File: config.mk
export PLATFORM = sky130hd
export DESIGN_NAME = arf_frame_builder
export DESIGN_NICKNAME = d
export VERILOG_FILES = /design/src/arf_pkg.sv /design/src/arf_cfg_if.sv /design/src/arf_frame_builder.sv /design/src/arf_checksum.sv /design/src/arf_axil_regs.sv
export VERILOG_INCLUDE_DIRS = /design/src /design/src/src
export SDC_FILE = /design/constraint.sdc
export NUM_CORES = 1
export LEC_CHECK = 0
export BUFFER_PORTS_ARGS = -buffer_cell sky130_fd_sc_hd__buf_2
export CORE_UTILIZATION = 55
export DETAILED_ROUTE_END_ITERATION = 7
export PLACE_DENSITY = 0.8
export SYNTH_ARGS = -nofsm -noshare
export SYNTH_HDL_FRONTEND = slang
export SYNTH_SLANG_ARGS = --single-unit
File: constraint.sdc
create_clock -name core_clk -period 4.4 [get_ports core_clk]
set_input_delay 0.22 -clock core_clk [delete_from_list [all_inputs] [get_ports core_clk]]
set_output_delay 0.22 -clock core_clk [all_outputs]
set_load 0.005 [all_outputs]
File: src/arf_consts.svh
/*
  Frame builder constants: frame bytes, header lengths,
  register offsets and reset values.
  Assumes inclusion by bare name.
*/
`ifndef ARF_CONSTS_SVH
`define ARF_CONSTS_SVH

`define ARF_DELIM 8'h7e
`define ARF_T_CMD_RESP 8'h88
`define ARF_T_TX_STAT 8'h89
`define ARF_T_RX_STD 8'h90
`define ARF_T_RX_EXPL 8'h91
`define ARF_T_RX_LEGACY 8'h80
`define ARF_RSVD_HI 8'hff
`define ARF_RSVD_LO 8'hfe
`define ARF_OPT_ACK 8'h01
`define ARF_OPT_BCAST 8'h02
`define ARF_TXS_OK 8'h00
`define ARF_TXS_NOACK 8'h01
`define ARF_CSUM_BASE 8'hff
`define ARF_NO_ID 8'h00

`define ARF_HLEN_CMD 5'h05
`define ARF_HLEN_TXS 5'h03
`define ARF_HLEN_STD 5'h0c
`define ARF_HLEN_EXPL 5'h12
`define ARF_HLEN_LEGACY 5'h0b
`define ARF_HDR_MAX 18

`define ARF_FMT_STD 2'h0
`define ARF_FMT_EXPL 2'h1
`define ARF_FMT_LEGACY 2'h2

`define ARF_REG_CTRL 8'h00
`define ARF_REG_DFLT 8'h04
`define ARF_REG_STAT 8'h08
`define ARF_REG_CNT 8'h0c
`define ARF_CTRL_RST 2'h0
`define ARF_DFLT_RST 32'h0011_e8e8
`define ARF_RESP_OKAY 2'h0
`define ARF_RESP_SLVERR 2'h2

`endif

File: src/arf_pkg.sv
/*
  Types for the frame builder.
  Assumes nothing.
*/
package arf_pkg;

  typedef enum logic [2:0] {
    ST_IDLE,
    ST_DELIM,
    ST_LEN_HI,
    ST_LEN_LO,
    ST_HDR,
    ST_PAYLOAD,
    ST_CSUM,
    ST_DROP
  } arf_state_t;

  // declaration order gives the status byte
  typedef enum logic [7:0] {
    CMD_OK,
    CMD_ERROR,
    CMD_BAD_CMD,
    CMD_BAD_PARAM
  } arf_cmd_status_t;

endpackage : arf_pkg

File: src/arf_cfg_if.sv
/*
  Configuration and status carrier between
  register slave and sequencer.
  Assumes one clock.
*/
`timescale 1ns/10ps
interface arf_cfg_if;
  logic [1:0] rx_frame_format_select;
  logic [7:0] src_endpoint_param;
  logic [7:0] dst_endpoint_param;
  logic [15:0] cluster_ident_param;
  logic busy;
  logic [15:0] sent_cnt;
  logic [15:0] drop_cnt;

  modport regs (
    output rx_frame_format_select,
    output src_endpoint_param,
    output dst_endpoint_param,
    output cluster_ident_param,
    input busy,
    input sent_cnt,
    input drop_cnt
  );

  modport core (
    input rx_frame_format_select,
    input src_endpoint_param,
    input dst_endpoint_param,
    input cluster_ident_param,
    output busy,
    output sent_cnt,
    output drop_cnt
  );
endinterface : arf_cfg_if

File: src/arf_frame_builder.sv
/*
  Builds command response, transmit status and receive frames
  and streams them byte by byte to the serial side.
  Assumes each event source holds its fields while valid is high,
  and that payload bytes arrive in order.
*/
// The AXI4-Lite slave port and the placing of the registers were left to the implementer.
// Summary of operation
// - command request answers go out as type 0x88 frames.
// - several command responses may follow one request; each event is one frame.
// - byte 4 echoes the frame id; id zero suppresses the response.
// - bytes 5-6 echo the two ASCII command characters.
// - byte 7 holds status: ok, error, unknown command, bad parameter.
// - command data from byte 8 on, omitted when the register was written.
// - finished legacy transmit requests are reported in a 0x89 frame.
// - byte 4 of the 0x89 frame repeats the request's frame id.
// - byte 5 is 0x00 for normal completion, 0x01 for no acknowledgement.
// - receive format 0 forwards packets as type 0x90 frames.
// - 0x90 bytes 4-11 sender address msb first, 12-13 reserved.
// - 0x90 byte 14 options: 0x01 acknowledged, 0x02 broadcast.
// - 0x90 payload follows in order from byte 15.
// - receive format 1 forwards packets as type 0x91 frames.
// - 0x91 bytes 4-11 sender address msb first, 12-13 reserved.
// - 0x91 byte 14 source endpoint, byte 15 destination endpoint.
// - 0x91 bytes 16-17 cluster id, 18-19 profile id.
// - 0x91 byte 20 options, data from byte 21; host ignores other bits.
// - senders using a 0x10 request report the default endpoints and cluster.
// - receive format 2 forwards packets in the legacy 0x80 frame.
`timescale 1ns/10ps
`include "arf_consts.svh"
module arf_frame_builder (
  input wire logic core_clk,
  input wire logic sys_rst,
  input wire logic [7:0] s_axi_awaddr,
  input wire logic [2:0] s_axi_awprot,
  input wire logic s_axi_awvalid,
  output logic s_axi_awready,
  input wire logic [31:0] s_axi_wdata,
  input wire logic [3:0] s_axi_wstrb,
  input wire logic s_axi_wvalid,
  output logic s_axi_wready,
  output logic [1:0] s_axi_bresp,
  output logic s_axi_bvalid,
  input wire logic s_axi_bready,
  input wire logic [7:0] s_axi_araddr,
  input wire logic [2:0] s_axi_arprot,
  input wire logic s_axi_arvalid,
  output logic s_axi_arready,
  output logic [31:0] s_axi_rdata,
  output logic [1:0] s_axi_rresp,
  output logic s_axi_rvalid,
  input wire logic s_axi_rready,
  input wire logic cmd_valid,
  output logic cmd_ready,
  input wire logic [7:0] cmd_frame_id,
  input wire logic [15:0] cmd_name,
  input wire arf_pkg::arf_cmd_status_t cmd_status,
  input wire logic cmd_has_data,
  input wire logic [7:0] cmd_data_len,
  input wire logic txs_valid,
  output logic txs_ready,
  input wire logic [7:0] txs_frame_id,
  input wire logic txs_no_ack,
  input wire logic rx_valid,
  output logic rx_ready,
  input wire logic [63:0] rx_src_addr,
  input wire logic rx_acked,
  input wire logic rx_bcast,
  input wire logic [7:0] rx_rssi,
  input wire logic rx_sender_explicit,
  input wire logic [7:0] rx_src_ep,
  input wire logic [7:0] rx_dst_ep,
  input wire logic [15:0] rx_cluster,
  input wire logic [15:0] rx_profile,
  input wire logic [7:0] rx_data_len,
  input wire logic pl_valid,
  output logic pl_ready,
  input wire logic [7:0] pl_data,
  output logic ser_valid,
  input wire logic ser_ready,
  output logic [7:0] ser_data
);
  arf_cfg_if cfg ();

  arf_pkg::arf_state_t state_ff, nxt_state;
  logic [7:0] hdr_ff [0:`ARF_HDR_MAX-1];
  logic [7:0] hdr_c [0:`ARF_HDR_MAX-1];
  logic [4:0] hlen_ff, hlen_c, idx_ff, nxt_idx;
  logic [7:0] cnt_ff, nxt_cnt, plen_c, opts_c, csum;
  logic [15:0] len_ff, sent_cnt_ff, drop_cnt_ff;
  logic suppress_c, any_req, ack_busy, cap, can_load, pl_take;
  logic out_load, csum_add, sent_evt;
  logic [7:0] out_byte;
  logic nxt_pl_ready;

  arf_axil_regs u_regs (
    .core_clk(core_clk),
    .sys_rst(sys_rst),
    .s_axi_awaddr(s_axi_awaddr),
    .s_axi_awvalid(s_axi_awvalid),
    .s_axi_awready(s_axi_awready),
    .s_axi_wdata(s_axi_wdata),
    .s_axi_wstrb(s_axi_wstrb),
    .s_axi_wvalid(s_axi_wvalid),
    .s_axi_wready(s_axi_wready),
    .s_axi_bresp(s_axi_bresp),
    .s_axi_bvalid(s_axi_bvalid),
    .s_axi_bready(s_axi_bready),
    .s_axi_araddr(s_axi_araddr),
    .s_axi_arvalid(s_axi_arvalid),
    .s_axi_arready(s_axi_arready),
    .s_axi_rdata(s_axi_rdata),
    .s_axi_rresp(s_axi_rresp),
    .s_axi_rvalid(s_axi_rvalid),
    .s_axi_rready(s_axi_rready),
    .cfg(cfg.regs)
  );

  arf_checksum u_csum (
    .core_clk(core_clk),
    .sys_rst(sys_rst),
    .clear(cap),
    .add(csum_add),
    .data(out_byte),
    .csum(csum)
  );

  assign cfg.busy = state_ff != arf_pkg::ST_IDLE;
  assign cfg.sent_cnt = sent_cnt_ff;
  assign cfg.drop_cnt = drop_cnt_ff;

  // ready rises a cycle after capture, so idle must not
  // recapture the same request meanwhile
  assign any_req = cmd_valid || txs_valid || rx_valid;
  assign ack_busy = cmd_ready || txs_ready || rx_ready;
  assign cap = state_ff == arf_pkg::ST_IDLE && any_req && !ack_busy;
  assign can_load = !ser_valid || ser_ready;
  assign pl_take = pl_valid && pl_ready;

  // header image of the winning source; cmd beats status beats rx
  always_comb begin
    for (int i = 0; i < `ARF_HDR_MAX; i++) begin
      hdr_c[i] = 8'h00;
    end
    hlen_c = 5'h00;
    plen_c = 8'h00;
    suppress_c = 1'b0;
    opts_c = (rx_acked ? `ARF_OPT_ACK : 8'h00) | (rx_bcast ? `ARF_OPT_BCAST : 8'h00);
    if (cmd_valid) begin
      hdr_c[0] = `ARF_T_CMD_RESP;
      hdr_c[1] = cmd_frame_id;
      hdr_c[2] = cmd_name[15:8];
      hdr_c[3] = cmd_name[7:0];
      hdr_c[4] = cmd_status;
      hlen_c = `ARF_HLEN_CMD;
      plen_c = cmd_has_data ? cmd_data_len : 8'h00;
      suppress_c = cmd_frame_id == `ARF_NO_ID;
    end else if (txs_valid) begin
      hdr_c[0] = `ARF_T_TX_STAT;
      hdr_c[1] = txs_frame_id;
      hdr_c[2] = txs_no_ack ? `ARF_TXS_NOACK : `ARF_TXS_OK;
      hlen_c = `ARF_HLEN_TXS;
    end else if (rx_valid) begin
      plen_c = rx_data_len;
      for (int k = 0; k < 8; k++) begin
        hdr_c[1 + k] = rx_src_addr[63 - 8*k -: 8];
      end
      case (cfg.rx_frame_format_select)
        `ARF_FMT_EXPL: begin
          hdr_c[0] = `ARF_T_RX_EXPL;
          hdr_c[9] = `ARF_RSVD_HI;
          hdr_c[10] = `ARF_RSVD_LO;
          // plain-request senders report our defaults
          hdr_c[11] = rx_sender_explicit ? rx_src_ep : cfg.src_endpoint_param;
          hdr_c[12] = rx_sender_explicit ? rx_dst_ep : cfg.dst_endpoint_param;
          hdr_c[13] = rx_sender_explicit ? rx_cluster[15:8] : cfg.cluster_ident_param[15:8];
          hdr_c[14] = rx_sender_explicit ? rx_cluster[7:0] : cfg.cluster_ident_param[7:0];
          hdr_c[15] = rx_profile[15:8];
          hdr_c[16] = rx_profile[7:0];
          hdr_c[17] = opts_c;
          hlen_c = `ARF_HLEN_EXPL;
        end
        `ARF_FMT_LEGACY: begin
          hdr_c[0] = `ARF_T_RX_LEGACY;
          hdr_c[9] = rx_rssi;
          hdr_c[10] = opts_c;
          hlen_c = `ARF_HLEN_LEGACY;
        end
        default: begin
          // unused format code 3 falls back to the standard frame
          hdr_c[0] = `ARF_T_RX_STD;
          hdr_c[9] = `ARF_RSVD_HI;
          hdr_c[10] = `ARF_RSVD_LO;
          hdr_c[11] = opts_c;
          hlen_c = `ARF_HLEN_STD;
        end
      endcase
    end
  end

  // byte sequencer: one byte into the output register at a time
  always_comb begin
    nxt_state = state_ff;
    nxt_idx = idx_ff;
    nxt_cnt = cnt_ff;
    out_load = 1'b0;
    out_byte = 8'h00;
    csum_add = 1'b0;
    sent_evt = 1'b0;
    case (state_ff)
      arf_pkg::ST_IDLE: begin
        if (cap) begin
          nxt_cnt = plen_c;
          nxt_idx = 5'h00;
          if (suppress_c) begin
            nxt_state = plen_c != 8'h00 ? arf_pkg::ST_DROP : arf_pkg::ST_IDLE;
          end else begin
            nxt_state = arf_pkg::ST_DELIM;
          end
        end
      end
      arf_pkg::ST_DELIM: begin
        out_byte = `ARF_DELIM;
        if (can_load) begin
          out_load = 1'b1;
          nxt_state = arf_pkg::ST_LEN_HI;
        end
      end
      arf_pkg::ST_LEN_HI: begin
        out_byte = len_ff[15:8];
        if (can_load) begin
          out_load = 1'b1;
          nxt_state = arf_pkg::ST_LEN_LO;
        end
      end
      arf_pkg::ST_LEN_LO: begin
        out_byte = len_ff[7:0];
        if (can_load) begin
          out_load = 1'b1;
          nxt_state = arf_pkg::ST_HDR;
        end
      end
      arf_pkg::ST_HDR: begin
        out_byte = hdr_ff[idx_ff];
        if (can_load) begin
          out_load = 1'b1;
          csum_add = 1'b1;
          nxt_idx = idx_ff + 5'h01;
          if (idx_ff == hlen_ff - 5'h01) begin
            nxt_state = cnt_ff != 8'h00 ? arf_pkg::ST_PAYLOAD : arf_pkg::ST_CSUM;
          end
        end
      end
      arf_pkg::ST_PAYLOAD: begin
        out_byte = pl_data;
        if (pl_take) begin
          out_load = 1'b1;
          csum_add = 1'b1;
          nxt_cnt = cnt_ff - 8'h01;
          if (cnt_ff == 8'h01) begin
            nxt_state = arf_pkg::ST_CSUM;
          end
        end
      end
      arf_pkg::ST_CSUM: begin
        out_byte = csum;
        if (can_load) begin
          out_load = 1'b1;
          sent_evt = 1'b1;
          nxt_state = arf_pkg::ST_IDLE;
        end
      end
      arf_pkg::ST_DROP: begin
        if (pl_take) begin
          nxt_cnt = cnt_ff - 8'h01;
          if (cnt_ff == 8'h01) begin
            nxt_state = arf_pkg::ST_IDLE;
          end
        end
      end
      default: nxt_state = arf_pkg::ST_IDLE;
    endcase
  end

  // in ST_PAYLOAD, payload ready rises only when the output register will be free,
  // so a taken byte never waits; this halves payload throughput
  always_comb begin
    case (state_ff)
      arf_pkg::ST_PAYLOAD: nxt_pl_ready = pl_take ? 1'b0 : (pl_ready || can_load);
      arf_pkg::ST_DROP: nxt_pl_ready = pl_take ? cnt_ff != 8'h01 : 1'b1;
      default: nxt_pl_ready = 1'b0;
    endcase
  end

  always_ff @(posedge core_clk) begin
    if (sys_rst) begin
      state_ff <= arf_pkg::ST_IDLE;
      idx_ff <= 5'h00;
      cnt_ff <= 8'h00;
    end else begin
      state_ff <= nxt_state;
      idx_ff <= nxt_idx;
      cnt_ff <= nxt_cnt;
    end
  end

  always_ff @(posedge core_clk) begin
    if (sys_rst) begin
      for (int i = 0; i < `ARF_HDR_MAX; i++) begin
        hdr_ff[i] <= 8'h00;
      end
      hlen_ff <= 5'h00;
      len_ff <= 16'h0000;
    end else if (cap) begin
      hdr_ff <= hdr_c;
      hlen_ff <= hlen_c;
      len_ff <= {11'h000, hlen_c} + {8'h00, plen_c};
    end
  end

  // each event is acknowledged alone; repeated answers to one request
  // arrive as further command events
  always_ff @(posedge core_clk) begin
    if (sys_rst) begin
      cmd_ready <= 1'b0;
      txs_ready <= 1'b0;
      rx_ready <= 1'b0;
    end else begin
      cmd_ready <= cap && cmd_valid;
      txs_ready <= cap && !cmd_valid && txs_valid;
      rx_ready <= cap && !cmd_valid && !txs_valid && rx_valid;
    end
  end

  always_ff @(posedge core_clk) begin
    if (sys_rst) begin
      pl_ready <= 1'b0;
    end else begin
      pl_ready <= nxt_pl_ready;
    end
  end

  always_ff @(posedge core_clk) begin
    if (sys_rst) begin
      ser_valid <= 1'b0;
      ser_data <= 8'h00;
    end else if (out_load) begin
      ser_valid <= 1'b1;
      ser_data <= out_byte;
    end else if (ser_ready) begin
      ser_valid <= 1'b0;
    end
  end

  always_ff @(posedge core_clk) begin
    if (sys_rst) begin
      sent_cnt_ff <= 16'h0000;
      drop_cnt_ff <= 16'h0000;
    end else begin
      if (sent_evt) begin
        sent_cnt_ff <= sent_cnt_ff + 16'h0001;
      end
      if (cap && suppress_c) begin
        drop_cnt_ff <= drop_cnt_ff + 16'h0001;
      end
    end
  end
endmodule : arf_frame_builder

File: src/arf_checksum.sv
/*
  Running checksum over the frame data bytes.
  Assumes clear and add never coincide.
*/
`timescale 1ns/10ps
`include "arf_consts.svh"
module arf_checksum (
  input wire logic core_clk,
  input wire logic sys_rst,
  input wire logic clear,
  input wire logic add,
  input wire logic [7:0] data,
  output logic [7:0] csum
);
  logic [7:0] sum_ff;

  always_ff @(posedge core_clk) begin
    if (sys_rst || clear) begin
      sum_ff <= 8'h00;
    end else if (add) begin
      sum_ff <= sum_ff + data;
    end
  end

  // wrap is intended: only the low byte counts
  assign csum = `ARF_CSUM_BASE - sum_ff;
endmodule : arf_checksum

File: src/arf_axil_regs.sv
/*
  AXI4-Lite slave with the control and default registers
  and the sequencer's status.
  Assumes one read and one write outstanding at most.
*/
`timescale 1ns/10ps
`include "arf_consts.svh"
module arf_axil_regs (
  input wire logic core_clk,
  input wire logic sys_rst,
  input wire logic [7:0] s_axi_awaddr,
  input wire logic s_axi_awvalid,
  output logic s_axi_awready,
  input wire logic [31:0] s_axi_wdata,
  input wire logic [3:0] s_axi_wstrb,
  input wire logic s_axi_wvalid,
  output logic s_axi_wready,
  output logic [1:0] s_axi_bresp,
  output logic s_axi_bvalid,
  input wire logic s_axi_bready,
  input wire logic [7:0] s_axi_araddr,
  input wire logic s_axi_arvalid,
  output logic s_axi_arready,
  output logic [31:0] s_axi_rdata,
  output logic [1:0] s_axi_rresp,
  output logic s_axi_rvalid,
  input wire logic s_axi_rready,
  arf_cfg_if.regs cfg
);
  logic [7:0] awaddr_ff;
  logic [31:0] wdata_ff;
  logic [3:0] wstrb_ff;
  logic aw_have_ff, w_have_ff;
  logic [1:0] fmt_ff;
  logic [31:0] dflt_ff;
  logic aw_take, w_take, do_write, b_take, ar_take, r_take, wr_hit;
  logic nxt_aw_have, nxt_w_have, nxt_bvalid;

  assign aw_take = s_axi_awvalid && s_axi_awready;
  assign w_take = s_axi_wvalid && s_axi_wready;
  assign do_write = aw_have_ff && w_have_ff && !s_axi_bvalid;
  assign b_take = s_axi_bvalid && s_axi_bready;
  assign ar_take = s_axi_arvalid && s_axi_arready;
  assign r_take = s_axi_rvalid && s_axi_rready;
  assign wr_hit = awaddr_ff == `ARF_REG_CTRL || awaddr_ff == `ARF_REG_DFLT ||
                  awaddr_ff == `ARF_REG_STAT || awaddr_ff == `ARF_REG_CNT;
  assign nxt_aw_have = aw_take ? 1'b1 : (do_write ? 1'b0 : aw_have_ff);
  assign nxt_w_have = w_take ? 1'b1 : (do_write ? 1'b0 : w_have_ff);
  assign nxt_bvalid = do_write ? 1'b1 : (b_take ? 1'b0 : s_axi_bvalid);

  // address and data taken in either order
  always_ff @(posedge core_clk) begin
    if (sys_rst) begin
      aw_have_ff <= 1'b0;
      w_have_ff <= 1'b0;
      s_axi_awready <= 1'b0;
      s_axi_wready <= 1'b0;
      s_axi_bvalid <= 1'b0;
      s_axi_bresp <= `ARF_RESP_OKAY;
      awaddr_ff <= 8'h00;
      wdata_ff <= 32'h0000_0000;
      wstrb_ff <= 4'h0;
    end else begin
      aw_have_ff <= nxt_aw_have;
      w_have_ff <= nxt_w_have;
      s_axi_awready <= !nxt_aw_have && !nxt_bvalid;
      s_axi_wready <= !nxt_w_have && !nxt_bvalid;
      s_axi_bvalid <= nxt_bvalid;
      if (aw_take) begin
        awaddr_ff <= s_axi_awaddr;
      end
      if (w_take) begin
        wdata_ff <= s_axi_wdata;
        wstrb_ff <= s_axi_wstrb;
      end
      if (do_write) begin
        s_axi_bresp <= wr_hit ? `ARF_RESP_OKAY : `ARF_RESP_SLVERR;
      end
    end
  end

  // status and counter words ignore writes
  always_ff @(posedge core_clk) begin
    if (sys_rst) begin
      fmt_ff <= `ARF_CTRL_RST;
      dflt_ff <= `ARF_DFLT_RST;
    end else if (do_write) begin
      if (awaddr_ff == `ARF_REG_CTRL && wstrb_ff[0]) begin
        fmt_ff <= wdata_ff[1:0];
      end
      if (awaddr_ff == `ARF_REG_DFLT) begin
        for (int b = 0; b < 4; b++) begin
          if (wstrb_ff[b]) begin
            dflt_ff[8*b +: 8] <= wdata_ff[8*b +: 8];
          end
        end
      end
    end
  end

  always_ff @(posedge core_clk) begin
    if (sys_rst) begin
      s_axi_arready <= 1'b0;
      s_axi_rvalid <= 1'b0;
      s_axi_rdata <= 32'h0000_0000;
      s_axi_rresp <= `ARF_RESP_OKAY;
    end else if (ar_take) begin
      s_axi_arready <= 1'b0;
      s_axi_rvalid <= 1'b1;
      s_axi_rresp <= `ARF_RESP_OKAY;
      case (s_axi_araddr)
        `ARF_REG_CTRL: s_axi_rdata <= {30'h0000_0000, fmt_ff};
        `ARF_REG_DFLT: s_axi_rdata <= dflt_ff;
        `ARF_REG_STAT: s_axi_rdata <= {31'h0000_0000, cfg.busy};
        `ARF_REG_CNT: s_axi_rdata <= {cfg.drop_cnt, cfg.sent_cnt};
        default: begin
          s_axi_rdata <= 32'h0000_0000;
          s_axi_rresp <= `ARF_RESP_SLVERR;
        end
      endcase
    end else if (r_take || !s_axi_rvalid) begin
      s_axi_rvalid <= 1'b0;
      s_axi_arready <= 1'b1;
    end
  end

  assign cfg.rx_frame_format_select = fmt_ff;
  assign cfg.src_endpoint_param = dflt_ff[7:0];
  assign cfg.dst_endpoint_param = dflt_ff[15:8];
  assign cfg.cluster_ident_param = dflt_ff[31:16];
endmodule : arf_axil_regs

==> run_results.csv <==
group,metric,value,unit
run_status,status,"completed",
sta,setup_viol,0,
synth,synth-edff-count,0,
die,coreArea,26060,um2
synth,yosysMostFrequentCell,"nand2_1",
route,wire_per_inst,20.46,um
sta,rsz0062_at_grt,"false",
pwr,p_per_area,436.6,nW/um2
global_route,grt-ovfl-total,0,
sta,slew_viol_final,0,
min_path,hold_path_class,"primary input to flip-flop",
flow_run,max_cap_viol_count,0,
clock_tree,ctsHtreeMaxLevel,2,
route,finalWirelength,49850,um
place,io_buffers,304,
die,ios,313,
global_route,antenna_found_initial,7,
pwr,intPower,5.833,mW
place,post_dp_cell_area,16320,um2
clock_tree,cts.sinks,330,
synth,synth.distinct_cells,64,
synth,seq_area_frac_synth,45.23,%
global_route,grtUsageTotal,36.06,%
global_route,grt_max_degree,114,
worst_setup_path,worstSetupEndpointType,"flip-flop",
clock_tree,clock_path_buffers,3,
clock_tree,tritoncts,"built",
pwr,swShare,30.13,%
worst_setup_path,required,4.84,ns
die,die_y,165.0,um
sta,relSlewSlack,13.23,%
synth,synth_top_area_share,45.23,%
clock_tree,clkLatencyLatePin,0.52,ns
synth,syn_area,14610,um2
sta,worst_hold_slack,0.02011,ns
route,num_vias,14760,
sta,max_freq,249.9,MHz
cells_and_area,syn2layout_area_growth,30.91,%
clock_tree,post_cts_buffers,0,
clock_tree,clk_pin_slew,0.06,ns
global_route,grt_pass1_vias,14160,
cells_and_area,final_nets,2351,
clock_tree,cts_buffers,36,
place,dpl.hpwl,31330,um
synth,ys_ff_latch,330,
synth,synthTopCellsByArea,"dfxtp_1, nand2_1, mux4_2, a21oi_1, a22oi_1",
die,row_count,59,
sta,hold_viol,0,
synth,synthArstFlopShare,0,%
global_route,grt_util_met1,43.24,%
worst_setup_path,crit_type,"flip-flop to flip-flop",
synth,synthFlopType,"dfxtp_1",
cells_and_area,stdcell_count,2437,
die,start_util,56.05,%
clock_tree,hold_buffers,154,
synth,synth.avg_cell_area,8.778,um2
sta,tns,0,ns
pwr,ir_worst_vdd,0.3613,mV
pwr,power,8.348,mW
worst_setup_path,critPathArrivalTime,4.44,ns
route,antenna_left,0,
cells_and_area,postLayoutCellArea,19120,um2
die,die-area,27210,um2
worst_setup_path,cp-start-kind,"flip-flop",
route,drc,0,
synth,synth_warnings,0,
pwr,p_switching,2.515,mW
pwr,cellLeakagePower,7.829,nW
worst_setup_path,crit_fanout,20,
pwr,clockPowerShare,37.8,%
place,routabilityCongestion,0.8953,
global_route,grt-busiest-layer,"met2",
global_route,met2_usage,59.22,%
sta,worst_pin_slew,1.298,ns
place,placedCellCount,2212,
sta,finalCritPeriodShare,90.96,%
sta,fin_worst_skew,0.01938,ns
synth,synthTopCellsByCount,"nand2_1, dfxtp_1, a21oi_1, o21ai_0, nor2_1",
sta,min_period,4.002,ns
route,first_pass_iters,7,
global_route,grt_pass1_wl,75630,um
pwr,power_frac_comb,21.9,%
route,drt_iter0_markers,1473,
cells_and_area,drive_gt1_share,21.38,%
synth,synth_largest_area_cell,"dfxtp_1",
clock_tree,cts_root_buf,"clkbuf_16",
clock_tree,ctsResizeCount,0,
synth,syn_inst,1664,
die,die_w,165.0,um
route,viasPerCell,6.055,
global_route,grtUsageMet3,9.468,%
pwr,seqPwrFrac,40.4,%
-- path summary, 6_finish.rpt --
check	depth (start not counted)	from	slack, ns	endpoint
setup / recovery	12	idx_ff[0]	0.40	u_csum.sum_ff[7]
hold / removal	3	rx_cluster[6]	0.02	hdr_ff[30]
setup reg to reg	12	idx_ff[0]	0.40	u_csum.sum_ff[7]
hold reg to reg	2	hdr_ff[71]	0.43	hdr_ff[71]
-- placed cells by master, fill, tap and decap left out, types with 38 or more instances in the layout --
master / n
a22oi_1: 72
nand2_1: 331
clkbuf_16: 38
dlygate4sd3_1: 154
o21ai_0: 108
mux2i_1: 50
a21oi_1: 134
a22o_1: 56
buf_2: 303
nor2_1: 100
dfxtp_1: 328
-- cell type report --
type / count / area [um2]
Timing Repair Buffer: 481 / 3267
Clock buffer: 47 / 1025
Antenna cell: 7 / 17.52
Inverter: 28 / 105.1
Fill cell: 1815 / 6938
Tap cell: 335 / 419.2
Clock inverter: 17 / 211.5
Sequential cell: 330 / 6609
Multi-Input combinational cell: 1192 / 7467
-- flip-flops by register name (all words and copies together) (netlist names), 8 cells and up --
name                count
u_csum.sum_ff           8
u_regs.s_axi_rdata     32
len_ff                  9
u_regs.wdata_ff        32
cfg.sent_cnt           16
cnt_ff                  8
hdr_ff                128
ser_data                8
cfg.drop_cnt           16
u_regs.dflt_ff         32
u_regs.awaddr_ff        8
-- logic make-up after synthesis --
| group | count (synthesis) | share of synthesized area, % |
|---|---|---|
| and+or+nand+nor | 616 | 18.98 |
| AOI/OAI and AO/OA | 418 | 18.13 |
| DFF | 330 | 45.23 |
| buffers and inverters | 143 | 3.889 |
| muxes | 92 | 9.208 |
| xor gates and xnor gates | 41 | 2.458 |
| adders and majority gates | 23 | 2.073 |
| other | 1 | 0.02567 |
-- metrics by stage --
stage / utilization (%) / setup slack (ns)
2_1_floorplan: - / 0.6615
3_3_place_gp: 62.63 / 0.4782
3_5_place_dp: 62.63 / 0.3809
4_1_cts: 73.29 / 0.3889
5_1_grt: 73.35 / 0.2181
6_report: 73.38 / 0.3978
-- worst max-delay path: stages, from the launching register on --
cell and delay (ns):
dfxtp_2 0.51, buf_12 0.22, mux4_2 0.55, mux4_2 0.48, a21oi_1 0.22, o211ai_1 0.19, ha_1 0.32, a21oi_1 0.22
nor2_1 0.10, o31a_1 0.34, or4_1 0.43, a31o_2 0.22, a21oi_1 0.11
-- power by group through the flow --
stage / logic, mW / registers, mW / clock network, mW
global route: 1.96 / 3.39 / 3.29
floorplan: 1.10 / 3.36 / 0
finish: 1.83 / 3.37 / 3.15
CTS: 1.75 / 3.35 / 3.16
detailed placement: 1.59 / 3.42 / 0
global placement: 1.57 / 3.41 / 0
-- routing by layer --
layer | vias up | wire (um) | part of all wire [%]
li1 | 6706 | - | -
met1 | 6921 | 18930 | 38
met2 | 907 | 23290 | 47
met3 | 219 | 4760 | 9.5
met4 | 4 | 2859 | 5.7
met5 | - | 22 | 0.044
(Power assumes the default switching activity.)
